<file path="config.mk">
export PLATFORM = sky130hd
export DESIGN_NAME = tmc_timer
export DESIGN_NICKNAME = d
export VERILOG_FILES = /design/src/verilog/tmc_pkg.sv /design/src/verilog/tmc_timer.sv
export VERILOG_INCLUDE_DIRS = /design/src /design/src/verilog
export SDC_FILE = /design/constraint.sdc
export NUM_CORES = 1
export LEC_CHECK = 0
export BUFFER_PORTS_ARGS = -buffer_cell sky130_fd_sc_hd__buf_2
export CELL_PAD_IN_SITES_DETAIL_PLACEMENT = 0
export CELL_PAD_IN_SITES_GLOBAL_PLACEMENT = 1
export CORE_UTILIZATION = 44
export CTS_BUF_LIST = sky130_fd_sc_hd__clkbuf_4
export CTS_CLUSTER_DIAMETER = 100
export CTS_CLUSTER_SIZE = 30
export DETAILED_ROUTE_END_ITERATION = 8
export PLACE_DENSITY_LB_ADDON = 0.1
export SLEW_MARGIN = 25
export SYNTH_ARGS = -nofsm -noshare
export SYNTH_HDL_FRONTEND = slang
export SYNTH_SLANG_ARGS = --single-unit
export TNS_END_PERCENT = 10
</file>
<file path="constraint.sdc">
create_clock -name core_clk_i -period 2.4 [get_ports core_clk_i]
set_input_delay 0.12 -clock core_clk_i [delete_from_list [all_inputs] [get_ports core_clk_i]]
set_output_delay 0.12 -clock core_clk_i [all_outputs]
set_load 0.005 [all_outputs]
</file>
<file path="src/verilog/tmc_consts.svh">
// Offsets, field positions, reset values and count-clock divider counts
// Assumes word-indexed APB addressing: byte address is four times the index
`ifndef TMC_CONSTS_SVH
`define TMC_CONSTS_SVH

`define TMC_IDX_MODE     16'hFF60
`define TMC_IDX_EDGE     16'hFF61
`define TMC_IDX_CCCTL    16'hFF62
`define TMC_IDX_CAP0     16'hFF64
`define TMC_IDX_CAP1     16'hFF66
`define TMC_IDX_COUNT    16'hFF68

`define TMC_MODE_RST     4'h0
`define TMC_CCCTL_RST    3'h0
`define TMC_EDGE_RST     8'h00

`define TMC_OVF_BIT      0
`define TMC_TOG_BIT      1
`define TMC_CAP0_BIT     0
`define TMC_TRIG_BIT     1
`define TMC_CAP1_BIT     2

`define TMC_OP_STOP      2'h0
`define TMC_OP_FREE      2'h1
`define TMC_OP_CLR_EDGE  2'h2
`define TMC_OP_CLR_MATCH 2'h3

`define TMC_EDGE_FALL    2'h0
`define TMC_EDGE_RISE    2'h1
`define TMC_EDGE_BOTH    2'h3

`define TMC_DIV_MID      8'h03
`define TMC_DIV_SLOW     8'hFF
`define TMC_CNT_MAX      16'hFFFF

`endif

</file>
<file path="src/verilog/tmc_pkg.sv">
// Types shared by the timer mode and capture/compare control block
// Assumes an APB4 master with 32-bit data and word-aligned registers
`default_nettype none

package tmc_pkg;

  typedef struct packed {
    logic        psel;
    logic        penable;
    logic        pwrite;
    logic [17:0] paddr;
    logic [31:0] pwdata;
    logic [3:0]  pstrb;
  } tmc_apb_req_type;

  typedef struct packed {
    logic        pready;
    logic        pslverr;
    logic [31:0] prdata;
  } tmc_apb_rsp_type;

  typedef struct packed {
    tmc_apb_rsp_type rsp;
    logic [3:0]      mode;
    logic [2:0]      ccctl;
    logic [7:0]      edges;
    logic [15:0]     cnt;
    logic [15:0]     cap0;
    logic [15:0]     cap1;
    logic [7:0]      div;
    logic [1:0]      pin1;
    logic [1:0]      pin2;
    logic [1:0]      pin3;
    logic            tout;
    logic            irq0;
    logic            irq1;
  } tmc_state_type;

endpackage

`default_nettype wire

</file>
<file path="src/verilog/tmc_timer.sv">
// 16-bit timer with mode control, capture/compare control and APB registers
// Assumes capture pins are asynchronous and software obeys the stop-first rules
//
// Operation
// - Counter runs whenever operating-mode bits 3:2 are not both zero.
// - Mode 00 stops and clears the counter, no toggle, no interrupt.
// - 01 free-run, 10 clear on primary edge, 11 clear on first match.
// - Output toggles on either match; with bit 1 also on primary edge.
// - Running counter equal to first/second compare register raises first/second match irq.
// - Mode bit 0 is the overflow flag, one once overflow seen.
// - Wrap from FFFF to 0000 with first register FFFF sets overflow flag.
// - Mode register at FF60, byte or bit writable, resets to 00.
// - Control bit 2 makes second register compare (0) or capture (1).
// - Control bit 1 picks secondary edge (0) or reversed primary edge (1).
// - Control bit 0 makes first register compare (0) or capture (1).
// - Control register at FF62, byte or bit writable, resets to 00.
// - Primary pin set for both edges never triggers a capture.
// - Edge code 00 falling, 01 rising, 11 both, 10 none.
// - A compare register is checked every count; match raises its interrupt.
//
// Our own choice: the APB interface to the registers.
`default_nettype none
`include "tmc_consts.svh"

module tmc_timer (
  // Clock and reset
  input  wire logic                     core_clk_i,
  input  wire logic                     rstn_i,
  // APB slave
  input  wire tmc_pkg::tmc_apb_req_type apb_req_i,
  output var  tmc_pkg::tmc_apb_rsp_type apb_rsp_o,
  // Capture and event pins
  input  wire logic                     primary_input_pin_i,
  input  wire logic                     secondary_input_pin_i,
  // Timer output and match interrupts
  output logic                          timer_output_pin_o,
  output logic                          first_match_irq_o,
  output logic                          second_match_irq_o
);

  tmc_pkg::tmc_state_type st_q;
  tmc_pkg::tmc_state_type st_d;

  logic        run;
  logic        tick;
  logic        pri_edge;
  logic        pri_cap;
  logic        pri_rev;
  logic        sec_edge;
  logic        match0;
  logic        match1;
  logic        wrap;
  logic        setup;
  logic        bus_wr;
  logic        hit;
  logic [15:0] idx;
  logic [1:0]  rise;
  logic [1:0]  fall;

  // Edge code decode; both edges may be refused for capture use
  function automatic logic edge_hit(input logic [1:0] code, input logic r,
                                    input logic f, input logic both_ok);
    logic res;
    res = 1'b0;
    case (code)
      `TMC_EDGE_FALL: res = f;
      `TMC_EDGE_RISE: res = r;
      `TMC_EDGE_BOTH: res = both_ok & (r | f);
      default:        res = 1'b0;
    endcase
    return res;
  endfunction

  // Merge a 16-bit register with byte lanes of a write
  function automatic logic [15:0] lane16(input logic [15:0] old,
                                         input logic [31:0] wd,
                                         input logic [3:0] strb);
    logic [15:0] res;
    res = old;
    if (strb[0]) begin
      res[7:0] = wd[7:0];
    end
    if (strb[1]) begin
      res[15:8] = wd[15:8];
    end
    return res;
  endfunction

  always_comb begin
    st_d = st_q;
    // Third stage only feeds edge detection, never the first stage
    st_d.pin1 = {secondary_input_pin_i, primary_input_pin_i};
    st_d.pin2 = st_q.pin1;
    st_d.pin3 = st_q.pin2;
    rise = st_q.pin2 & ~st_q.pin3;
    fall = ~st_q.pin2 & st_q.pin3;

    run = (st_q.mode[3:2] != `TMC_OP_STOP);
    pri_edge = edge_hit(st_q.edges[5:4], rise[0], fall[0], 1'b1);
    sec_edge = edge_hit(st_q.edges[7:6], rise[1], fall[1], 1'b1);
    pri_cap = edge_hit(st_q.edges[5:4], rise[0], fall[0], 1'b0);
    pri_rev = edge_hit(st_q.edges[5:4], fall[0], rise[0], 1'b0);

    // Count clock is an enable pulse; the divider idles while stopped
    st_d.div = run ? st_q.div + 8'h01 : 8'h00;
    case (st_q.edges[1:0])
      2'h0:    tick = run;
      2'h1:    tick = run && (st_q.div[1:0] == `TMC_DIV_MID);
      2'h2:    tick = run && (st_q.div == `TMC_DIV_SLOW);
      default: tick = run && pri_edge;
    endcase

    match0 = tick && !st_q.ccctl[`TMC_CAP0_BIT] && (st_q.cnt == st_q.cap0);
    match1 = tick && !st_q.ccctl[`TMC_CAP1_BIT] && (st_q.cnt == st_q.cap1);
    wrap = tick && (st_q.cnt == `TMC_CNT_MAX);
    st_d.irq0 = match0;
    st_d.irq1 = match1;

    // Toggle sources; nothing toggles while stopped
    if (match0 || match1 || (run && st_q.mode[`TMC_TOG_BIT] && pri_edge)) begin
      st_d.tout = ~st_q.tout;
    end

    if (!run) begin
      st_d.cnt = 16'h0000;
    end else if (st_q.mode[3:2] == `TMC_OP_CLR_EDGE && pri_edge) begin
      st_d.cnt = 16'h0000;
    end else if (tick) begin
      if (st_q.mode[3:2] == `TMC_OP_CLR_MATCH && st_q.cnt == st_q.cap0) begin
        st_d.cnt = 16'h0000;
      end else begin
        st_d.cnt = st_q.cnt + 16'h0001;
      end
    end

    // APB: answer one cycle after setup, zero wait in the access phase
    idx = apb_req_i.paddr[17:2];
    setup = apb_req_i.psel && !apb_req_i.penable;
    hit = (idx == `TMC_IDX_MODE) || (idx == `TMC_IDX_EDGE) || (idx == `TMC_IDX_CCCTL) ||
          (idx == `TMC_IDX_CAP0) || (idx == `TMC_IDX_CAP1) || (idx == `TMC_IDX_COUNT);
    bus_wr = apb_req_i.psel && apb_req_i.penable && st_q.rsp.pready && apb_req_i.pwrite && hit;
    st_d.rsp.pready = 1'b0;
    if (setup && !st_q.rsp.pready) begin
      st_d.rsp.pready = 1'b1;
      st_d.rsp.pslverr = !hit;
      case (idx)
        `TMC_IDX_MODE:  st_d.rsp.prdata = {28'h0000000, st_q.mode};
        `TMC_IDX_EDGE:  st_d.rsp.prdata = {24'h000000, st_q.edges};
        `TMC_IDX_CCCTL: st_d.rsp.prdata = {29'h00000000, st_q.ccctl};
        `TMC_IDX_CAP0:  st_d.rsp.prdata = {16'h0000, st_q.cap0};
        `TMC_IDX_CAP1:  st_d.rsp.prdata = {16'h0000, st_q.cap1};
        `TMC_IDX_COUNT: st_d.rsp.prdata = {16'h0000, st_q.cnt};
        default:        st_d.rsp.prdata = 32'h00000000;
      endcase
    end

    if (bus_wr && apb_req_i.pstrb[0]) begin
      case (idx)
        `TMC_IDX_MODE:  st_d.mode = apb_req_i.pwdata[3:0];
        `TMC_IDX_EDGE:  st_d.edges = apb_req_i.pwdata[7:0];
        `TMC_IDX_CCCTL: st_d.ccctl = apb_req_i.pwdata[2:0];
        default:        st_d.mode = st_d.mode;
      endcase
    end
    if (bus_wr && idx == `TMC_IDX_CAP0) begin
      st_d.cap0 = lane16(st_q.cap0, apb_req_i.pwdata, apb_req_i.pstrb);
    end
    if (bus_wr && idx == `TMC_IDX_CAP1) begin
      st_d.cap1 = lane16(st_q.cap1, apb_req_i.pwdata, apb_req_i.pstrb);
    end

    // Hardware set beats a software clear of the overflow flag
    if (wrap) begin
      st_d.mode[`TMC_OVF_BIT] = 1'b1;
    end

    // Captures beat a same-cycle software write of the same register
    if (run && st_q.ccctl[`TMC_CAP0_BIT] &&
        (st_q.ccctl[`TMC_TRIG_BIT] ? pri_rev : sec_edge)) begin
      st_d.cap0 = st_q.cnt;
    end
    if (run && st_q.ccctl[`TMC_CAP1_BIT] && pri_cap) begin
      st_d.cap1 = st_q.cnt;
    end
  end

  always_ff @(posedge core_clk_i) begin
    if (!rstn_i) begin
      st_q <= '0;
      st_q.mode <= `TMC_MODE_RST;
      st_q.ccctl <= `TMC_CCCTL_RST;
      st_q.edges <= `TMC_EDGE_RST;
    end else begin
      st_q <= st_d;
    end
  end

  assign apb_rsp_o = st_q.rsp;
  assign timer_output_pin_o = st_q.tout;
  assign first_match_irq_o = st_q.irq0;
  assign second_match_irq_o = st_q.irq1;
endmodule

`default_nettype wire
</file>
==> impl_results.md <==
* Status: complete, but fails checks
* Failing checks: design-rule violations
* Remaining Overflow, GRT at 0
* Total GRT Usage at ~22%
* Initial antenna violation count at 0
* Pleak at between 2 and 3 nW
* PD cells at 480 mW/mm²
* Antenna cells at 0
* Worst R2R End: st_q[61]
* Nets@finish at just over 700
* Ys flop type: dfxtp_1
* Worst-path clk slew at 0.15 ns
* Port Buf Inserts at 61
* First drt pass iteration count at 7
* Die Ht at 112 µm
* Startpoint types: flip-flop
* Fill count at 1,133
* Clk_lat worst skew at 0.48 ns
* Avg WL per Cell at 16.7 µm
* Number of hold violations in the final report at 0
* Die X at 112 µm
* Hold path start: apb_req_i[55]
* Crit path cell chain: xor2_1, nor4_1, nand4_1, or2_2, o21bai_1, buf_4, nor2_1
* Slew @ Worst Pin at 0.830 ns
* CTS Buffer Depth at 2
* Commonest non-fill, non-tap cell in the layout: dfxtp_1
* Vias at approximately 4,300
* Placed wire-length estimate at 9.96 mm
* WP data required at between 2 and 3 ns
* Number of flops mapped to enable cells by yosys at 0
* Sequential Area at 0.00196 mm²
* CP endpoint kind: flip-flop
* Die footprint at 0.0125 mm²
* Final design utilization at 52.1%
* Post-synth top area share at around 37%
* Final setup viols at 0
* CP Max Fanout at 14
* Vias in the first global route at ~4,000
* Postcts setup bufs at 0
* Antenna-violating nets left at 0
* Synth Register Bits at between 90 and 100
* R2r setup slk at 0.17 ns
* Syn Area/Cell at 8.99 µm²
* TNS Setup at 0 ns
* CTS tree: done
* Most frequent cells in the layout: 97 x dfxtp_1, 61 x buf_2, 51 x mux2i_1
* Slowest CP cell: dfxtp_1
* CTS Sinks at a little under 100
* Synthesized area at 0.00531 mm²
* Slew headroom at 44.6%
* Fin. max-slew vios at 0
* I/O pin cnt at 98
* Routed wire length at roughly 13 mm
* Synthesis-to-finish area growth at 13.9%
* Hold depth at 4
* FF-to-FF Start: st_q[57]
* Initial Util at 45.7%
* Syn Inst Count at 591
* Hold worst-path end: apb_rsp_o[2]
* Number of library cell types mapped by synthesis at 51
* Async SR Flop Fraction at 0%
* # DRC at 12
* Hold WC Path Type: in2reg
* RSZ-0062 raised after global routing: false
* Largest net degree at the start of global routing at 37
* Worst vdd ir at 0.000302 V
* Synth Warn # at 0
* Routability congestion estimate at 0.793
* Area occupied by multi-input gates at 0.00293 mm²
* Clock skew at ~0.019 ns
* Buffers & Inverters on Critical Path at 1
* Vias per inst at around 5.4
* Synth area leader: dfxtp_1
* First-pass GRT wire length at 21.7 mm
* Htree depth at 3
* Clock period minus worst slack at between 2 and 2.5 ns
* Max Freq at 448 MHz
* CTS Buf Count at 9
* Worst Reg-to-Reg Cells at 7
* Register area share after synthesis at 36.9%
* Largest cells by area after synthesis: dfxtp_1 37%, mux2i_1 9.6%, xor2_1 5.8%, buf_4 4.8%, nand2_1 3.5%
* Top delay family on crit path: simple AND/OR/NAND/NOR gates
* Std-Cell Rows at 39
* DRT iter0 DRCs at 291
* Critical Path AT at 2.60 ns
* Fraction of layout cells with a size suffix above 1 at 19.1%
* Maxcap violations at 0
* Fin crit share at a little over 90%
* Root buf cell: clkbuf_4
* Crit Path Class: reg2reg
* Core ar. at ~0.012 mm²
* Max incr delay on CP at roughly 0.57 ns
metrics by stage:
stage | power [W] | instances | cell area, µm² | setup WS (ns) | hold WS, ns
final | 0.00290 | 799 | 6050 | 0.170 | 0.0760
after global routing | 0.00302 | 799 | 6050 | 0.0300 | 0.0647
after CTS | 0.00293 | 799 | 6050 | 0.139 | 0.0498
after detailed placement | 0.00181 | 764 | 5680 | 0.162 | 0.343
after global placement | 0.00181 | 764 | 5680 | 0.170 | 0.344
after floorplan | 0.00177 | 606 | 5370 | 0.246 | 0.247
worst max path at each step:
stage,startpoint,end,slack [ns],cells past startpoint
after floorplan,apb_req_i[40],st_q[65],0.25,7
after global placement,st_q[53],st_q[58],0.17,7
after detailed placement,st_q[53],st_q[58],0.16,7
after CTS,st_q[53],st_q[62],0.14,7
after global routing,st_q[3],timer_output_pin_o,0.03,8
final,st_q[57],st_q[61],0.17,7
cell families after synthesis:
logic type	count (synthesis)	synth area share, %
AO/OA/AOI/OAI	119	15.5
buffers and inverters	92	9.12
adder cells (fa/ha/maj)	9	2.12
XOR/XNOR	50	8.24
AND/OR/NAND/NOR	167	16.9
other	1	0.0706
flip-flops	98	36.9
multiplexers	55	11.1
worst reg2reg max path, cell delays in order, from the launching register on:
cell	delay, ns
dfxtp_1	0.57
xor2_1	0.12
nor4_1	0.40
nand4_1	0.23
or2_2	0.38
o21bai_1	0.15
buf_4	0.22
nor2_1	0.07
cell usage after synthesis (all sizes together), types with 3 or more instances:
cell     count
or3          5
o211a       17
buf         42
dfxtp       98
clkbuf      35
and2         9
mux2i       51
inv         15
o2111ai      3
mux4         3
nand3        9
nand4        7
xor2        35
or2          6
ha           9
nor2        30
nand2       50
nor3         8
a22oi        3
a22o        13
a221oi       5
and3         4
o21ai       37
xnor2       15
a21oi       28
a31oi        3
nor2b       15
nor4        14
per-layer routing:
| metal | global-route usage (%) | up-vias | wire [µm] |
|---|---|---|---|
| met5 | 0 | - | 0 |
| met4 | 7.66 | 0 | 199 |
| met3 | 3.54 | 16 | 695 |
| met2 | 34.6 | 125 | 5940 |
| met1 | 31.9 | 2011 | 6490 |
| li1 | - | 2138 | - |
final cells by class:
cell class,instances,area share (%)
Multi-Input combinational cell,416,48.4
Sequential cell,98,32.4
Timing Repair Buffer,111,12.2
Tap cell,143,2.96
Clock inverter,7,1.92
Clock buffer,9,1.12
Inverter,15,0.931
repair_timing:
item | 4_1_cts | 5_1_grt
hold endpoints to repair | 40 | 0
setup endpoints to repair | 0 | 10
hold buffers | 19 | 0
resized for setup | 0 | 1
flip-flops by register name (all words and copies together), names as in the netlist:
name                flops
apb_rsp_o              18
first_match_irq_o       1
second_match_irq_o      1
st_d                    4
st_q                   73
timer_output_pin_o      1
report_power, final:
group / switching, W / internal [W]
clock network: 0.000576 / 0.000528
registers: 0.00000389 / 0.00164
logic: 0.0000830 / 0.0000769
total: 0.000663 / 0.00224
Power figures use the tool's default switching activity.
